--- src/verilog/lan_status_consts.svh ---
// Constants for the main status and interrupt flag register
`ifndef LAN_STATUS_CONSTS_SVH
`define LAN_STATUS_CONSTS_SVH

// Bit positions inside the main status/control register
`define BIT_OVERLENGTH      4'd14
`define BIT_MISSED_FRAME    4'd12
`define BIT_MEM_TIMEOUT     4'd11
`define BIT_RECEIVE_DONE    4'd10
`define BIT_TRANSMIT_DONE   4'd9
`define BIT_INIT_COMPLETE   4'd8
`define BIT_INTERRUPT_SUMMARY_SUMMARY    4'd7
`define BIT_INTERRUPT_SUMMARY_PIN_ENABLE 4'd6
`define BIT_RECEIVER_ACTIVE 4'd5
`define BIT_STOP            4'd2
`define BIT_START           4'd1
`define BIT_INIT            4'd0

// Register select codes and reset values
`define SEL_STATUS_MAIN     2'h0
`define RESET_SELECT        2'h0
`define RESET_STOP          1'b1
`define RESET_FLAG          1'b0
`define RESET_IRQ_N         1'b1
`define ZERO_WORD           16'h0000

// Bus-master ready timeout
`define CLK_PERIOD_NS       20'd50
`define MEM_TIMEOUT_NS      20'd25600
`define MEM_TIMEOUT_CYCLES  (`MEM_TIMEOUT_NS / `CLK_PERIOD_NS)
`define TIMEOUT_CNT_W       10

`endif

--- src/verilog/lan_status_pkg.sv ---
// Types shared by the status flag register and its timeout watcher
package lan_status_pkg;
  typedef enum logic {
    WATCH_IDLE,
    WATCH_WAIT
  } watch_state_t;
endpackage : lan_status_pkg

--- src/verilog/mem_timeout_watch.sv ---
// Ready acknowledge watchdog for bus-master address cycles
`include "lan_status_consts.svh"

module mem_timeout_watch
  import lan_status_pkg::*;
(
  input  wire logic i_sys_clk,
  input  wire logic i_rst_n,
  input  wire logic i_addr_driven,
  input  wire logic i_ready_pin,
  output logic      o_timeout
);

  logic                      ready_meta_reg;
  logic                      ready_sync_reg;
  watch_state_t              state_reg;
  watch_state_t              state_next;
  logic [`TIMEOUT_CNT_W-1:0] count_reg;
  logic [`TIMEOUT_CNT_W-1:0] count_next;
  logic                      timeout_reg;
  logic                      timeout_next;

  localparam logic [`TIMEOUT_CNT_W-1:0] LAST_COUNT =
    `TIMEOUT_CNT_W'(`MEM_TIMEOUT_CYCLES - 1);

  // Two-stage synchroniser for the ready pin
  always_ff @(posedge i_sys_clk or negedge i_rst_n) begin
    if (!i_rst_n) begin
      ready_meta_reg <= 1'b0;
      ready_sync_reg <= 1'b0;
    end else begin
      ready_meta_reg <= i_ready_pin;
      ready_sync_reg <= ready_meta_reg;
    end
  end

  // Count cycles from address drive until ready or expiry
  always_comb begin
    state_next   = state_reg;
    count_next   = count_reg;
    timeout_next = 1'b0;
    unique case (state_reg)
      WATCH_IDLE: begin
        if (i_addr_driven) begin
          state_next = WATCH_WAIT;
          count_next = '0;
        end
      end
      WATCH_WAIT: begin
        if (ready_sync_reg) begin
          state_next = WATCH_IDLE;
        end else if (count_reg == LAST_COUNT) begin
          state_next   = WATCH_IDLE;
          timeout_next = 1'b1;
        end else begin
          count_next = count_reg + 1'b1;
        end
      end
    endcase
  end

  // Register watcher state
  always_ff @(posedge i_sys_clk or negedge i_rst_n) begin
    if (!i_rst_n) begin
      state_reg   <= WATCH_IDLE;
      count_reg   <= '0;
      timeout_reg <= 1'b0;
    end else begin
      state_reg   <= state_next;
      count_reg   <= count_next;
      timeout_reg <= timeout_next;
    end
  end

  assign o_timeout = timeout_reg;

endmodule // mem_timeout_watch

--- src/verilog/lan_status_interrupt_flags.sv ---
// Main status register flags, summary interrupt and receiver-active state
`include "lan_status_consts.svh"

module lan_status_interrupt_flags
  import lan_status_pkg::*;
(
  input  wire logic        i_sys_clk,
  input  wire logic        i_rst_n,
  input  wire logic        i_bus_valid,
  input  wire logic        i_bus_write,
  input  wire logic        i_bus_adr,
  input  wire logic [15:0] i_bus_wdata,
  output logic      [15:0] o_bus_rdata,
  output logic             o_bus_ready,
  input  wire logic        i_frame_dropped,
  input  wire logic        i_rx_buf_owned,
  input  wire logic        i_silo_overflow,
  input  wire logic        i_tx_overlength,
  input  wire logic        i_rx_last_entry_done,
  input  wire logic        i_tx_done,
  input  wire logic        i_init_block_stored,
  input  wire logic        i_receiver_disable_option,
  input  wire logic        i_addr_driven,
  input  wire logic        i_ready_pin,
  output logic             o_ring_overflow_status,
  output logic             o_rx_tx_shutdown,
  output logic             o_init_request,
  output logic             o_receiver_active,
  output logic             o_irq_n
);

  // Event flags, control bits and port select
  logic        overlength_reg, overlength_next;
  logic        missed_reg, missed_next;
  logic        memto_reg, memto_next;
  logic        rxdone_reg, rxdone_next;
  logic        txdone_reg, txdone_next;
  logic        initc_reg, initc_next;
  logic        summary_reg, summary_next;
  logic        interrupt_pin_enable_reg, interrupt_pin_enable_next;
  logic        receiver_active_reg, receiver_active_next;
  logic        stop_reg, stop_next;
  logic        start_reg, start_next;
  logic        init_reg, init_next;
  logic        block_read_reg, block_read_next;
  logic [1:0]  select_reg, select_next;
  logic        irq_n_reg, irq_n_next;
  logic        shutdown_reg, shutdown_next;
  logic        init_req_reg, init_req_next;
  logic        ring_ovf_reg, ring_ovf_next;
  logic [15:0] rdata_reg, rdata_next;
  logic        ready_reg, ready_next;

  logic        mem_timeout;
  logic        wr_main;
  logic        wr_stop;
  logic        wr_go;
  logic [15:0] status_word;

  // Ready watchdog on bus-master address cycles
  mem_timeout_watch u_watch (
    .i_sys_clk     (i_sys_clk),
    .i_rst_n       (i_rst_n),
    .i_addr_driven (i_addr_driven),
    .i_ready_pin   (i_ready_pin),
    .o_timeout     (mem_timeout)
  );

  // Decode host writes to the main register
  assign wr_main = i_bus_valid & i_bus_write & ~i_bus_adr &
                   (select_reg == `SEL_STATUS_MAIN);
  assign wr_stop = wr_main & i_bus_wdata[`BIT_STOP];
  assign wr_go   = wr_main & ~i_bus_wdata[`BIT_STOP] &
                   (i_bus_wdata[`BIT_INIT] | i_bus_wdata[`BIT_START]);

  // Readback image of the main register
  always_comb begin
    status_word                       = `ZERO_WORD;
    status_word[`BIT_OVERLENGTH]      = overlength_reg;
    status_word[`BIT_MISSED_FRAME]    = missed_reg;
    status_word[`BIT_MEM_TIMEOUT]     = memto_reg;
    status_word[`BIT_RECEIVE_DONE]    = rxdone_reg;
    status_word[`BIT_TRANSMIT_DONE]   = txdone_reg;
    status_word[`BIT_INIT_COMPLETE]   = initc_reg;
    status_word[`BIT_INTERRUPT_SUMMARY_SUMMARY]    = summary_reg;
    status_word[`BIT_INTERRUPT_SUMMARY_PIN_ENABLE] = interrupt_pin_enable_reg;
    status_word[`BIT_RECEIVER_ACTIVE] = receiver_active_reg;
    status_word[`BIT_STOP]            = stop_reg;
    status_word[`BIT_START]           = start_reg;
    status_word[`BIT_INIT]            = init_reg;
  end

  // Sticky event flags: set wins over write-one, stop clears all
  always_comb begin
    overlength_next = (overlength_reg &
      ~(wr_main & i_bus_wdata[`BIT_OVERLENGTH])) | i_tx_overlength;
    missed_next = (missed_reg &
      ~(wr_main & i_bus_wdata[`BIT_MISSED_FRAME])) |
      (i_frame_dropped & ~i_rx_buf_owned & i_silo_overflow);
    memto_next = (memto_reg &
      ~(wr_main & i_bus_wdata[`BIT_MEM_TIMEOUT])) | mem_timeout;
    rxdone_next = (rxdone_reg &
      ~(wr_main & i_bus_wdata[`BIT_RECEIVE_DONE])) |
      i_rx_last_entry_done;
    txdone_next = (txdone_reg &
      ~(wr_main & i_bus_wdata[`BIT_TRANSMIT_DONE])) | i_tx_done;
    initc_next = (initc_reg &
      ~(wr_main & i_bus_wdata[`BIT_INIT_COMPLETE])) |
      (init_reg & i_init_block_stored);
    if (wr_stop) begin
      overlength_next = 1'b0;
      missed_next     = 1'b0;
      memto_next      = 1'b0;
      rxdone_next     = 1'b0;
      txdone_next     = 1'b0;
      initc_next      = 1'b0;
    end
  end

  // Stop, start, init control bits and init block tracking
  always_comb begin
    stop_next       = stop_reg;
    start_next      = start_reg;
    init_next       = init_reg;
    block_read_next = block_read_reg | (init_reg & i_init_block_stored);
    init_req_next   = 1'b0;
    if (wr_stop) begin
      stop_next       = 1'b1;
      start_next      = 1'b0;
      init_next       = 1'b0;
      block_read_next = 1'b0;
    end else if (wr_go) begin
      stop_next  = 1'b0;
      start_next = start_reg | i_bus_wdata[`BIT_START];
      if (i_bus_wdata[`BIT_INIT]) begin
        init_next       = 1'b1;
        block_read_next = 1'b0;
        init_req_next   = 1'b1;
      end
    end
  end

  // Pin enable, receiver-active, summary and interrupt pin
  always_comb begin
    interrupt_pin_enable_next = interrupt_pin_enable_reg;
    if (wr_stop) begin
      interrupt_pin_enable_next = 1'b0;
    end else if (wr_main & (~stop_reg | wr_go)) begin
      interrupt_pin_enable_next = i_bus_wdata[`BIT_INTERRUPT_SUMMARY_PIN_ENABLE];
    end
    receiver_active_next = receiver_active_reg;
    if (wr_go & i_bus_wdata[`BIT_START] & ~i_receiver_disable_option &
        (block_read_reg | (init_reg & i_init_block_stored))) begin
      receiver_active_next = 1'b1;
    end
    if (wr_stop | mem_timeout |
        (init_reg & i_init_block_stored & i_receiver_disable_option)) begin
      receiver_active_next = 1'b0;
    end
    summary_next = overlength_next | missed_next | memto_next |
                   rxdone_next | txdone_next | initc_next;
    irq_n_next    = ~(summary_next & interrupt_pin_enable_next);
    shutdown_next = mem_timeout;
    ring_ovf_next = i_silo_overflow & i_rx_buf_owned;
  end

  // Host port: select register and read data
  always_comb begin
    select_next = select_reg;
    rdata_next  = rdata_reg;
    ready_next  = i_bus_valid;
    if (i_bus_valid & i_bus_write & i_bus_adr) begin
      select_next = i_bus_wdata[1:0];
    end
    if (i_bus_valid & ~i_bus_write) begin
      if (i_bus_adr) begin
        rdata_next = {14'h0000, select_reg};
      end else if (select_reg == `SEL_STATUS_MAIN) begin
        rdata_next = status_word;
      end else begin
        rdata_next = `ZERO_WORD;
      end
    end
  end

  // Register all state
  always_ff @(posedge i_sys_clk or negedge i_rst_n) begin
    if (!i_rst_n) begin
      overlength_reg <= `RESET_FLAG;
      missed_reg     <= `RESET_FLAG;
      memto_reg      <= `RESET_FLAG;
      rxdone_reg     <= `RESET_FLAG;
      txdone_reg     <= `RESET_FLAG;
      initc_reg      <= `RESET_FLAG;
      summary_reg    <= `RESET_FLAG;
      interrupt_pin_enable_reg       <= `RESET_FLAG;
      receiver_active_reg       <= `RESET_FLAG;
      stop_reg       <= `RESET_STOP;
      start_reg      <= `RESET_FLAG;
      init_reg       <= `RESET_FLAG;
      block_read_reg <= `RESET_FLAG;
      select_reg     <= `RESET_SELECT;
      irq_n_reg      <= `RESET_IRQ_N;
      shutdown_reg   <= `RESET_FLAG;
      init_req_reg   <= `RESET_FLAG;
      ring_ovf_reg   <= `RESET_FLAG;
      rdata_reg      <= `ZERO_WORD;
      ready_reg      <= `RESET_FLAG;
    end else begin
      overlength_reg <= overlength_next;
      missed_reg     <= missed_next;
      memto_reg      <= memto_next;
      rxdone_reg     <= rxdone_next;
      txdone_reg     <= txdone_next;
      initc_reg      <= initc_next;
      summary_reg    <= summary_next;
      interrupt_pin_enable_reg       <= interrupt_pin_enable_next;
      receiver_active_reg       <= receiver_active_next;
      stop_reg       <= stop_next;
      start_reg      <= start_next;
      init_reg       <= init_next;
      block_read_reg <= block_read_next;
      select_reg     <= select_next;
      irq_n_reg      <= irq_n_next;
      shutdown_reg   <= shutdown_next;
      init_req_reg   <= init_req_next;
      ring_ovf_reg   <= ring_ovf_next;
      rdata_reg      <= rdata_next;
      ready_reg      <= ready_next;
    end
  end

  // Outputs straight from flip-flops
  assign o_bus_rdata            = rdata_reg;
  assign o_bus_ready            = ready_reg;
  assign o_ring_overflow_status = ring_ovf_reg;
  assign o_rx_tx_shutdown       = shutdown_reg;
  assign o_init_request         = init_req_reg;
  assign o_receiver_active      = receiver_active_reg;
  assign o_irq_n                = irq_n_reg;

endmodule // lan_status_interrupt_flags

--- config.mk ---
export PLATFORM = sky130hd
export DESIGN_NAME = lan_status_interrupt_flags
export DESIGN_NICKNAME = d
export VERILOG_FILES = /design/src/verilog/lan_status_pkg.sv /design/src/verilog/mem_timeout_watch.sv /design/src/verilog/lan_status_interrupt_flags.sv
export VERILOG_INCLUDE_DIRS = /design/src /design/src/verilog
export SDC_FILE = /design/constraint.sdc
export NUM_CORES = 1
export LEC_CHECK = 0
export BUFFER_PORTS_ARGS = -buffer_cell sky130_fd_sc_hd__clkbuf_2
export CORE_MARGIN = 2
export CORE_UTILIZATION = 25
export CTS_BUF_LIST = sky130_fd_sc_hd__clkbuf_4 sky130_fd_sc_hd__clkbuf_8 sky130_fd_sc_hd__clkbuf_16
export DETAILED_ROUTE_END_ITERATION = 7
export HOLD_SLACK_MARGIN = 0.1
export PLACE_DENSITY = 0.46
export SYNTH_ARGS = -nofsm -noshare
export SYNTH_HDL_FRONTEND = slang
export SYNTH_SLANG_ARGS = --single-unit
--- constraint.sdc ---
create_clock -name i_sys_clk -period 1.8 [get_ports i_sys_clk]
set_input_delay 0.18 -clock i_sys_clk [delete_from_list [all_inputs] [get_ports i_sys_clk]]
set_output_delay 0.18 -clock i_sys_clk [all_outputs]
set_load 0.03 [all_outputs]
==> impl_summary.md, run 1 <==
Run status
The run finished with clean final reports.

Power
The switching power total is around 0.00076 W. The share of power burned in the clock network is a little over a quarter. Net switching is about a third of the power. The worst-case IR drop observed on VDD is 0.000345 V. Sequential cells account for a little over half of the total power. The share of total power in combinational logic is a little over a fifth.

The cell-internal power is roughly 0.0017 W. Summed over all cells, the static leakage comes to roughly 1.2 nW. Dividing total power by cell area gives a power density of about 930 mW/mm^2.

Global routing
Global routing finished with a remaining overflow of 0. The number of global-route vias before repair is around 1600. The largest net degree at the start of global routing is between 40 and 50. Across every metal layer, demand over resource in global routing totals a little under an eighth.

The first global-routing pass estimated just under 8000 um of wire. The number of antenna violations at the first check in global routing is 0.

Clock tree
In this run, CTS created clock tree buffers numbering 5. The clock net sink count is 46. The later pin in the worst-skew pair is clocked with a latency of approximately 310 ps. In this run the deepest clock path goes through 2 buffers. The H-tree was split into 2 levels. The tree is rooted in a sky130_fd_sc_hd__clkbuf_8. The CTS tree is done. Clock-pin slew was measured on the worst setup and hold paths at 90 ps.

Placed design
Routability-driven placement finished with a final weighted congestion of about 0.76. The area after detailed placement is 0.00244 sq mm. Input and output buffers added on the ports amount to 42.

The cell count after placement is approximately 340. The half-perimeter wire length after detailed placement is 3530 um.

Setup path
The critical path ends at summary_reg. The worst register-to-register path has a setup slack of between 50 and 60 ps. The critical path starts at select_reg[0]. The number of buffers and inverters on the critical path is 0. The kind of critical path is reg2reg. The critical path arrival is between 1500 and 2000 ps. The cell at the slowest stage of the critical path is sky130_fd_sc_hd__or4_1. Measured in cells, the most critical reg-to-reg path has a length of 4.

The critical path depth in cells is 4. For this run, the slowest stage of the critical path takes about 520 ps. The worst setup path is captured at a flip-flop. The startpoint identified for the worst register-to-register timing path is select_reg[0]. Grouping stages by cell kind, the critical path spends the most delay in simple AND/OR/NAND/NOR gates. For the worst setup path, the data required time is 1990 ps. The critical-path maximum fanout is 4. The destination of the worst register-to-register timing path is summary_reg. The signal on the critical path passes through or3_4, nor2_4, a311oi_2, or4_1. The startpoint kind of the worst setup timing path is a flip-flop.

Synthesis
Of the post-synthesis cell area, the dominant cell type holds a little over half. sky130_fd_sc_hd__dfrtp_1 takes more of the synthesized area than any other cell. In this run, distinct cell masters in the synthesized netlist total 45. In this run the mean area of a mapped cell was 11.2 sq um. Ranked by total cell area, the synthesized netlist is headed by sky130_fd_sc_hd__dfrtp_1 (55%), sky130_fd_sc_hd__a22o_1 (4.3%), sky130_fd_sc_hd__nand2_1 (3.3%), sky130_fd_sc_hd__a21oi_1 (3.0%), sky130_fd_sc_hd__dfstp_2 (2.6%). Of the synthesized area, sequential elements account for between 50% and 60%.

The total standard cell area after synthesis is 0.00202 sq mm. In the synthesized netlist, the number of instances is 180. The post-synthesis register bit count is between 40 and 50. The warning count from the yosys run is 0. Counting flops with a built-in enable in the synthesized netlist gives 0. The fraction of registers with async set/reset is 100%. In the synthesized netlist the dominant register cell turns out to be sky130_fd_sc_hd__dfrtp_1.

STA
Setup repair after global routing could not meet its margin everywhere. At the pin with the least slew margin, the transition time is 600 ps. The worst clock skew is 10.4 ps. The final critical path takes up around 97% of the cycle. After layout, the minimum clock period comes to approximately 1700 ps. The upper clock frequency limit is between 0.5 and 0.6 GHz. The final number of hold-violating endpoints was 0. The final count of pins violating max slew is 0. In this run the tightest slew margin relative to its limit is 60.0%. Setup violations remaining at the end of the flow were counted as 0.

Layout
The filler-free cell count of the finished design is between 300 and 400. The number of antenna cells inserted is 0. Once layout is done, the placed cells without fillers occupy between 0.002 and 0.003 sq mm. The final standard cell utilization of the core is between 30 and 40%.

The fraction of layout cells with a size suffix above 1 is between 30 and 40%. The number of flip-flops in the largest register is 12. Leaving out fill and tap cells, the most frequent cell in the layout is sky130_fd_sc_hd__dfrtp_1. The area occupied by multi-input gates is 826 sq um. The net count of the finished layout is 278. Fill cells in the final layout number approximately 840. From synthesis to final layout, the design area changed by 28.7%. Across the whole layout, storage elements account for about 0.0012 sq mm. The top cell types in the final layout, fill and taps aside, are sky130_fd_sc_hd__dfrtp_1 (44), sky130_fd_sc_hd__clkbuf_2 (42), sky130_fd_sc_hd__nand2_1 (18).

Route
After detailed routing, the number of remaining DRC violations is 0. The total iterations of the first detailed-routing run is 5. The final layout contains routed wiring with a total length of ~4700 um. In the final routed layout, each cell accounts on average for between 10 and 15 um. The mean number of vias per cell is about 4.7. After the first detailed-routing iteration, the DRC count stood at 43. The count of nets left with antenna violations after detail routing is 0. The total number of vias is ~1600.

Die
The vertical extent of the die is between 90 and 100 um. The placeable core region is slightly below 0.008 sq mm. The die covers approximately 0.0088 sq mm. The floorplan has 32 rows. Measured along the x axis, the die boundary spans approximately 94 um.

The number of I/O pins is 53. Once the floorplan was initialized, standard cells occupied between 20 and 30% of the core.

Worst hold path
The class of the most critical hold timing path is in2reg.

Flow run
The total of max-cap violations is 0.
-- cells by family after synthesis --
kind of cell	Yosys count	share of synthesized area, %
buffers and inverters	13	3.16
adder cells (fa/ha/maj)	1	0.620
multiplexers	6	3.10
AND/OR/NAND/NOR	63	17.9
flip-flops	46	57.2
AO/OA/AOI/OAI	50	17.9
other	1	0.186
-- layout make-up --
type	count	share of cell area, %
multi-input combinational	124	31.8
clock buffer	5	2.65
sequential	46	44.4
tap	102	4.91
timing repair buffer	62	14.4
clock inverter	3	0.819
inverter	7	1.01
-- cell usage after synthesis, drive strengths merged (3+ instances only) --
library cell   n
nand2b         4
nor2          12
mux2i          4
nor2b          3
o31ai          3
o21a           3
a22o          10
or4            3
o21ai          5
dfrtp         44
a21oi         12
nor3           4
inv            7
nand2         18
nor4b          3
buf            4
a31oi          4
and2           3
-- worst reg2reg max path, delay by kind of cell, from the launching register on --
family          cells  cell delay [ps]
compound gates      1              130
simple gates        3             1070
flops               1              430
-- layer usage --
layer | global-route usage [%] | wire length (um)
met5 | 0 | 0
met3 | 3.21 | 271
met1 | 13.8 | 2120
met2 | 19.1 | 2230
met4 | 4.71 | 94
-- worst min path at each step --
stage                         start                     end  slack (ps)  cells past startpoint
2_1_floorplan               i_rst_n          block_read_reg        -120                      0
6_report            i_tx_overlength          overlength_reg         120                      3
3_3_place_gp            i_ready_pin  u_watch.ready_meta_reg         290                      1
3_5_place_dp            i_ready_pin  u_watch.ready_meta_reg         290                      1
5_1_grt        i_rx_last_entry_done              rxdone_reg         110                      2
4_1_cts             i_tx_overlength          overlength_reg         100                      3
-- per-stage QoR --
stage / power [W] / hold slack (ps) / setup TNS, ps / setup slack [ps]
3_3_place_gp: 0.00178 / 290 / 0 / 74.7
6_report: 0.00241 / 119 / 0 / 56.3
3_5_place_dp: 0.00178 / 294 / 0 / 71.5
4_1_cts: 0.00245 / 103 / 0 / 65.4
5_1_grt: 0.00257 / 112 / -1.98 / -1.98
2_1_floorplan: 0.00158 / -116 / 0 / 42.4
-- power by group through the flow --
stage	Combinational [W]	Clock [W]	Sequential, W
5_1_grt	0.000567	0.000716	0.00129
2_1_floorplan	0.000236	0	0.00135
4_1_cts	0.000506	0.000678	0.00126
3_3_place_gp	0.000496	0	0.00128
3_5_place_dp	0.000498	0	0.00128
6_report	0.000505	0.000645	0.00126
-- timing repair --
action | in CTS | in global routing
endpoints found under the setup margin | 0 | 4
buffers inserted | 0 | 1
endpoints found under the hold margin | 47 | 0
gates resized for setup | 0 | 4
hold buffers | 4 | 0
Note: power is estimated with default switching activity, not from simulation.
==> inputs of run 2 (changes only) <==
- ABC_AREA: unset -> 1
==> run 2 against run 1 <==
Sequential power is essentially flat. Final area grew 0.77%. Sequential share of layout area shrank 0.34 points. Via count grew 5.3%. Critical endpoint is now o_irq_n. Largest cell class unchanged. Largest power group unchanged. Highest routed layer unchanged.
==> impl_summary.md, run 2 <==
Synthesis
Cells taking the most area after synthesis: sky130_fd_sc_hd__dfrtp_1 (52%), sky130_fd_sc_hd__nand2_1 (14%), sky130_fd_sc_hd__nand3_1 (6.1%), sky130_fd_sc_hd__inv_1 (5.3%), sky130_fd_sc_hd__dfstp_2 (2.5%) (was sky130_fd_sc_hd__dfrtp_1 (55%), sky130_fd_sc_hd__a22o_1 (4.3%), sky130_fd_sc_hd__nand2_1 (3.3%), sky130_fd_sc_hd__a21oi_1 (3.0%), sky130_fd_sc_hd__dfstp_2 (2.6%)). The warning count from the yosys run is 0 (unchanged). The post-synthesis share of cell area spent on full adders, half adders and majority gates is 0.590% (was 0.620%). The cell type with the largest total area after synthesis is sky130_fd_sc_hd__dfrtp_1 (unchanged). The dominant combinational cell family by area after synthesis is simple AND/OR/NAND/NOR gates (was compound AO/OA/AOI/OAI gates).

The mean cell area of the mapped netlist came to 8.55 sq um (was 11.2 sq um). The top flip-flop cell by instance count after synthesis is sky130_fd_sc_hd__dfrtp_1 (unchanged). The share of synthesized cell area in and, or, nand and nor gates is 29.5% (was 17.9%).

The post-synthesis register bit count was 46 (unchanged). The post-synthesis cell count was 248 (was 180). The fraction of registers with async set/reset is 100% (unchanged). The fraction of synthesized cell area taken by the top area cell type came to 51.9% (was 54.6%). The total standard cell area after synthesis was 0.00212 sq mm (was 0.00202 sq mm). The complex-gate fraction of the synthesized area is 5.84% (was 17.9%). The number of enable-type register cells in the synthesized netlist came to 0 (unchanged). The number of unique standard cell types used by synthesis is 28 (was 45). Most instantiated cells after synthesis: sky130_fd_sc_hd__nand2_1 (81), sky130_fd_sc_hd__dfrtp_1 (44), sky130_fd_sc_hd__inv_1 (30), sky130_fd_sc_hd__nand3_1 (26), sky130_fd_sc_hd__nor2_1 (13) (was sky130_fd_sc_hd__dfrtp_1 (44), sky130_fd_sc_hd__nand2_1 (18), sky130_fd_sc_hd__a21oi_1 (12), sky130_fd_sc_hd__nor2_1 (11), sky130_fd_sc_hd__a22o_1 (10)). The XOR/XNOR share of the synthesized area is 1.65% (was 0%). The sequential area share after synthesis is 54.4% (was 57.2%).

The most repeated cell in the gate-level netlist after synthesis is sky130_fd_sc_hd__nand2_1 (was sky130_fd_sc_hd__dfrtp_1). The share of synthesized area spent on multiplexers is 0% (was 3.10%).

Route
The final routed wirelength across all metal layers is 4540 um (was 4720 um). The DRC marker count from the first detailed-route iteration was 40 (was 43). The number of remaining DRC errors is 0 (unchanged).

The count of nets left with antenna violations after detail routing is 0 (unchanged). The total iterations of the first detailed-routing run is 4 (was 5). The mean number of vias per cell was 4.20 (was 4.67). The average wire per standard cell is 11.1 um (was 13.5 um). The total number of vias came to 1717 (was 1631).

Placed design
The weighted congestion at the end of routability-driven global placement is 0.767 (was 0.759). The worst setup slack after placement is 263 ps (was 71.5 ps). The half-perimeter wire length after detailed placement is 3400 um (was 3530 um). The area after detailed placement is 0.00248 sq mm (was 0.00244 sq mm). The port buffer count came to 42 (unchanged).

Run status
Outcome: complete, no violations (unchanged).

Clock tree
The insertion delay to the later sink of the worst-skew pair is 310 ps (about the same). The post-cts gate resize count is 0 (unchanged). The root buffer cell is sky130_fd_sc_hd__clkbuf_8 (unchanged). The maximum level of the CTS H-tree is 2 (unchanged). The buffer count from post-CTS setup fixing is 0 (unchanged). The CTS clock-pin slew for the worst setup and hold paths is 100 ps (was 90 ps). The clock net sink count is 46 (unchanged).

The total CTS buffers is 5 (unchanged). The number of hold buffers added after cts came to 5 (was 4). The CTS tree was done (unchanged). The deepest clock path buffer count is 2 (unchanged).

STA
The final count of pins violating max slew is 0 (unchanged). The minimum clock period is 1560 ps (was 1740 ps). The number of endpoints failing setup at the final stage came to 0 (unchanged). The final number of hold-violating endpoints was 0 (unchanged). The worst clock skew is 17.5 ps (was 10.4 ps). The post-layout worst setup margin is 245 ps (was 56.3 ps). The setup TNS was 0 ps (unchanged). The post-route worst hold slack was 112 ps (was 119 ps). RSZ-0062 raised after global routing: false (was true). The upper clock frequency limit was 0.643 GHz (was 0.573 GHz). The ratio of final minimum period to clock period is 86.4% (was 96.9%).

Power
The power per unit of standard cell area is 925 mW/mm^2 (was 929 mW/mm^2). The switching power total is 0.000792 W (was 0.000759 W). The total leakage power is 1.37 nW (was 1.22 nW). The worst-case vdd ir drop came to 0.000305 V (was 0.000345 V). The share of total power in combinational logic was 21.6% (was 20.9%).

The switching part of the total is 32.7% (was 31.5%). The share of power burned in the clock network is 27.0% (was 26.7%). The register share of total power came to 51.5% (was 52.3%). The cell-internal power came to 0.00163 W (was 0.00165 W).

Layout
The filler cell count is 892 (was 837). The number of flip-flops in the largest register is 12 (unchanged). The most common cell after layout, fill and taps aside is sky130_fd_sc_hd__nand2_1 (was sky130_fd_sc_hd__dfrtp_1).

The number of antenna cells inserted was 0 (unchanged). The final cell area excluding filler cells is 0.00262 sq mm (was 0.00260 sq mm). The count of nets after finishing is 335 (was 278).

Most used cells in the layout excluding fill and tap cells: sky130_fd_sc_hd__nand2_1 (81), sky130_fd_sc_hd__dfrtp_1 (44), sky130_fd_sc_hd__clkbuf_2 (42) (was sky130_fd_sc_hd__dfrtp_1 (44), sky130_fd_sc_hd__clkbuf_2 (42), sky130_fd_sc_hd__nand2_1 (18)). The final standard cell utilization of the core came to 31.9% (was 33.4%). The fraction of layout cells with a size suffix above 1 is 23.7% (was 30.8%). The layout-stage area growth over the synthesis result came to 23.5% (was 28.7%).

Die
The vertical extent of the die came to 96.1 um (was 93.9 um). The placeable core region is 0.00822 sq mm (was 0.00777 sq mm). The area of the die is 0.00923 sq mm (was 0.00881 sq mm). The number of I/O pins is 53 (unchanged). The x dimension of the die is 96.1 um (was 93.9 um).

The row count came to 33 (was 32). The starting utilization of the core area is 25.8% (was 26.0%).

Global routing
The global-route total usage across every layer came to 10.6% (was 11.4%). The number of global-route vias before repair is 1629 (was 1632). The number of antenna violations at the first check in global routing came to 0 (unchanged). The overall overflow remaining after global route is 0 (unchanged).

The wire length of the first global-routing pass came to 7510 um (was 7760 um). The largest net degree at the start of global routing is 47 (unchanged).

Flow run
The total of max-cap violations is 0 (unchanged).

Setup path
The peak per-stage delay on the critical path is 520 ps (about the same). CP cell instances: dlygate4sd3_1, clkbuf_2, nand2_1, nor2_4, nand2_4, inv_4, nand2_4, nand2_1, nand2_1, nor2_1, nand2_1, nand2_1 (was or3_4, nor2_4, a311oi_2, or4_1). The startpoint kind of the worst setup timing path was an input pin (was flip-flop). The cell at the slowest stage of the critical path is sky130_fd_sc_hd__dlygate4sd3_1 (was sky130_fd_sc_hd__or4_1). Counting stages on the worst path, the most repeated cell is sky130_fd_sc_hd__nand2_1.

The data required time of the critical path is 2050 ps (was 1990 ps). The kind of critical path is in2reg (was reg2reg). The buffer and inverter count on the worst path is 3 (was 0). The critical path arrival was 1810 ps (was 1930 ps).

The family with the most delay on the worst path is simple AND/OR/NAND/NOR gates (unchanged). The critical-path maximum fanout came to 9 (was 4). The kind of capture point of the worst setup path is a flip-flop (unchanged).

Worst hold path
The class of the most critical hold timing path is in2reg (unchanged).
[run 2: cell types whose count changed after synthesis, moves of 4 or more]
cell	before	now
sky130_fd_sc_hd__xor2_1	0	4
sky130_fd_sc_hd__nand3_1	2	26
sky130_fd_sc_hd__nand2_1	18	81
sky130_fd_sc_hd__a31oi_1	4	0
sky130_fd_sc_hd__nand2b_1	4	0
sky130_fd_sc_hd__mux2i_1	4	0
sky130_fd_sc_hd__inv_1	7	30
sky130_fd_sc_hd__a21oi_1	12	7
sky130_fd_sc_hd__a22o_1	10	0
[run 2: path summary, 6_finish.rpt]
kind / startpoint / to / slack, ps / cells past startpoint
max: i_bus_valid / o_irq_n / 240 / 12
min: i_bus_wdata[0] / o_init_request / 110 / 3
max reg2reg: u_watch.count_reg[1] / u_watch.count_reg[6] / 270 / 9
min reg2reg: u_watch.ready_meta_reg / u_watch.ready_sync_reg / 350 / 0
max in group asynchronous: i_rst_n / o_irq_n / 1140 / 3
min in group asynchronous: i_rst_n / select_reg[1] / 380 / 3
[run 2: routing by layer]
layer | vias to the layer above | share of wire, % | GRT usage, %
li1 | 884 | - | -
met1 | 787 | 46 | 13.0
met2 | 40 | 48 | 18.0
met3 | 6 | 5.1 | 2.66
met4 | 0 | 1.5 | 3.93
met5 | - | 0 | 0
[run 2: logic make-up (layout without fill, tap and decap cells)]
logic type | count (synthesis) | count (layout)
adders and majority gates | 1 | 1
and+or+nand+nor | 137 | 137
DFF | 46 | 46
buffers and inverters | 38 | 91
other | 1 | 4
AOI/OAI and AO/OA | 21 | 21
xor gates and xnor gates | 4 | 4
[run 2: cell type report]
type	count	area [sq um]	area share, %
sequential	46	1150	44.1
inverter	32	128	4.88
multi-input combinational	167	812	31.0
clock inverter	2	13.8	0.526
timing repair buffer	51	303	11.6
tap	105	131	5.02
clock buffer	6	76.3	2.92
[run 2: power groups by stage]
stage               clock network (W)  logic (W)  registers (W)
floorplan                           0   0.000246        0.00135
detailed placement                  0   0.000522        0.00127
CTS                          0.000677   0.000533        0.00125
finish                       0.000652   0.000522        0.00125
global route                 0.000727   0.000597        0.00126
global placement                    0   0.000519        0.00127
[run 2: metrics by stage]
| step | cells | total power [W] |
|---|---|---|
| CTS | 409 | 0.00246 |
| finish | 409 | 0.00242 |
| global route | 409 | 0.00258 |
| floorplan | 251 | 0.00160 |
| detailed placement | 396 | 0.00179 |
| global placement | 396 | 0.00178 |
[run 2: worst reg2reg max path, delay by kind of cell (launching register included)]
family | cells | cell delay [ps]
flops | 1 | 410
simple gates | 6 | 640
buf+inv | 1 | 120
compound gates | 1 | 50
fa+ha+maj | 1 | 220
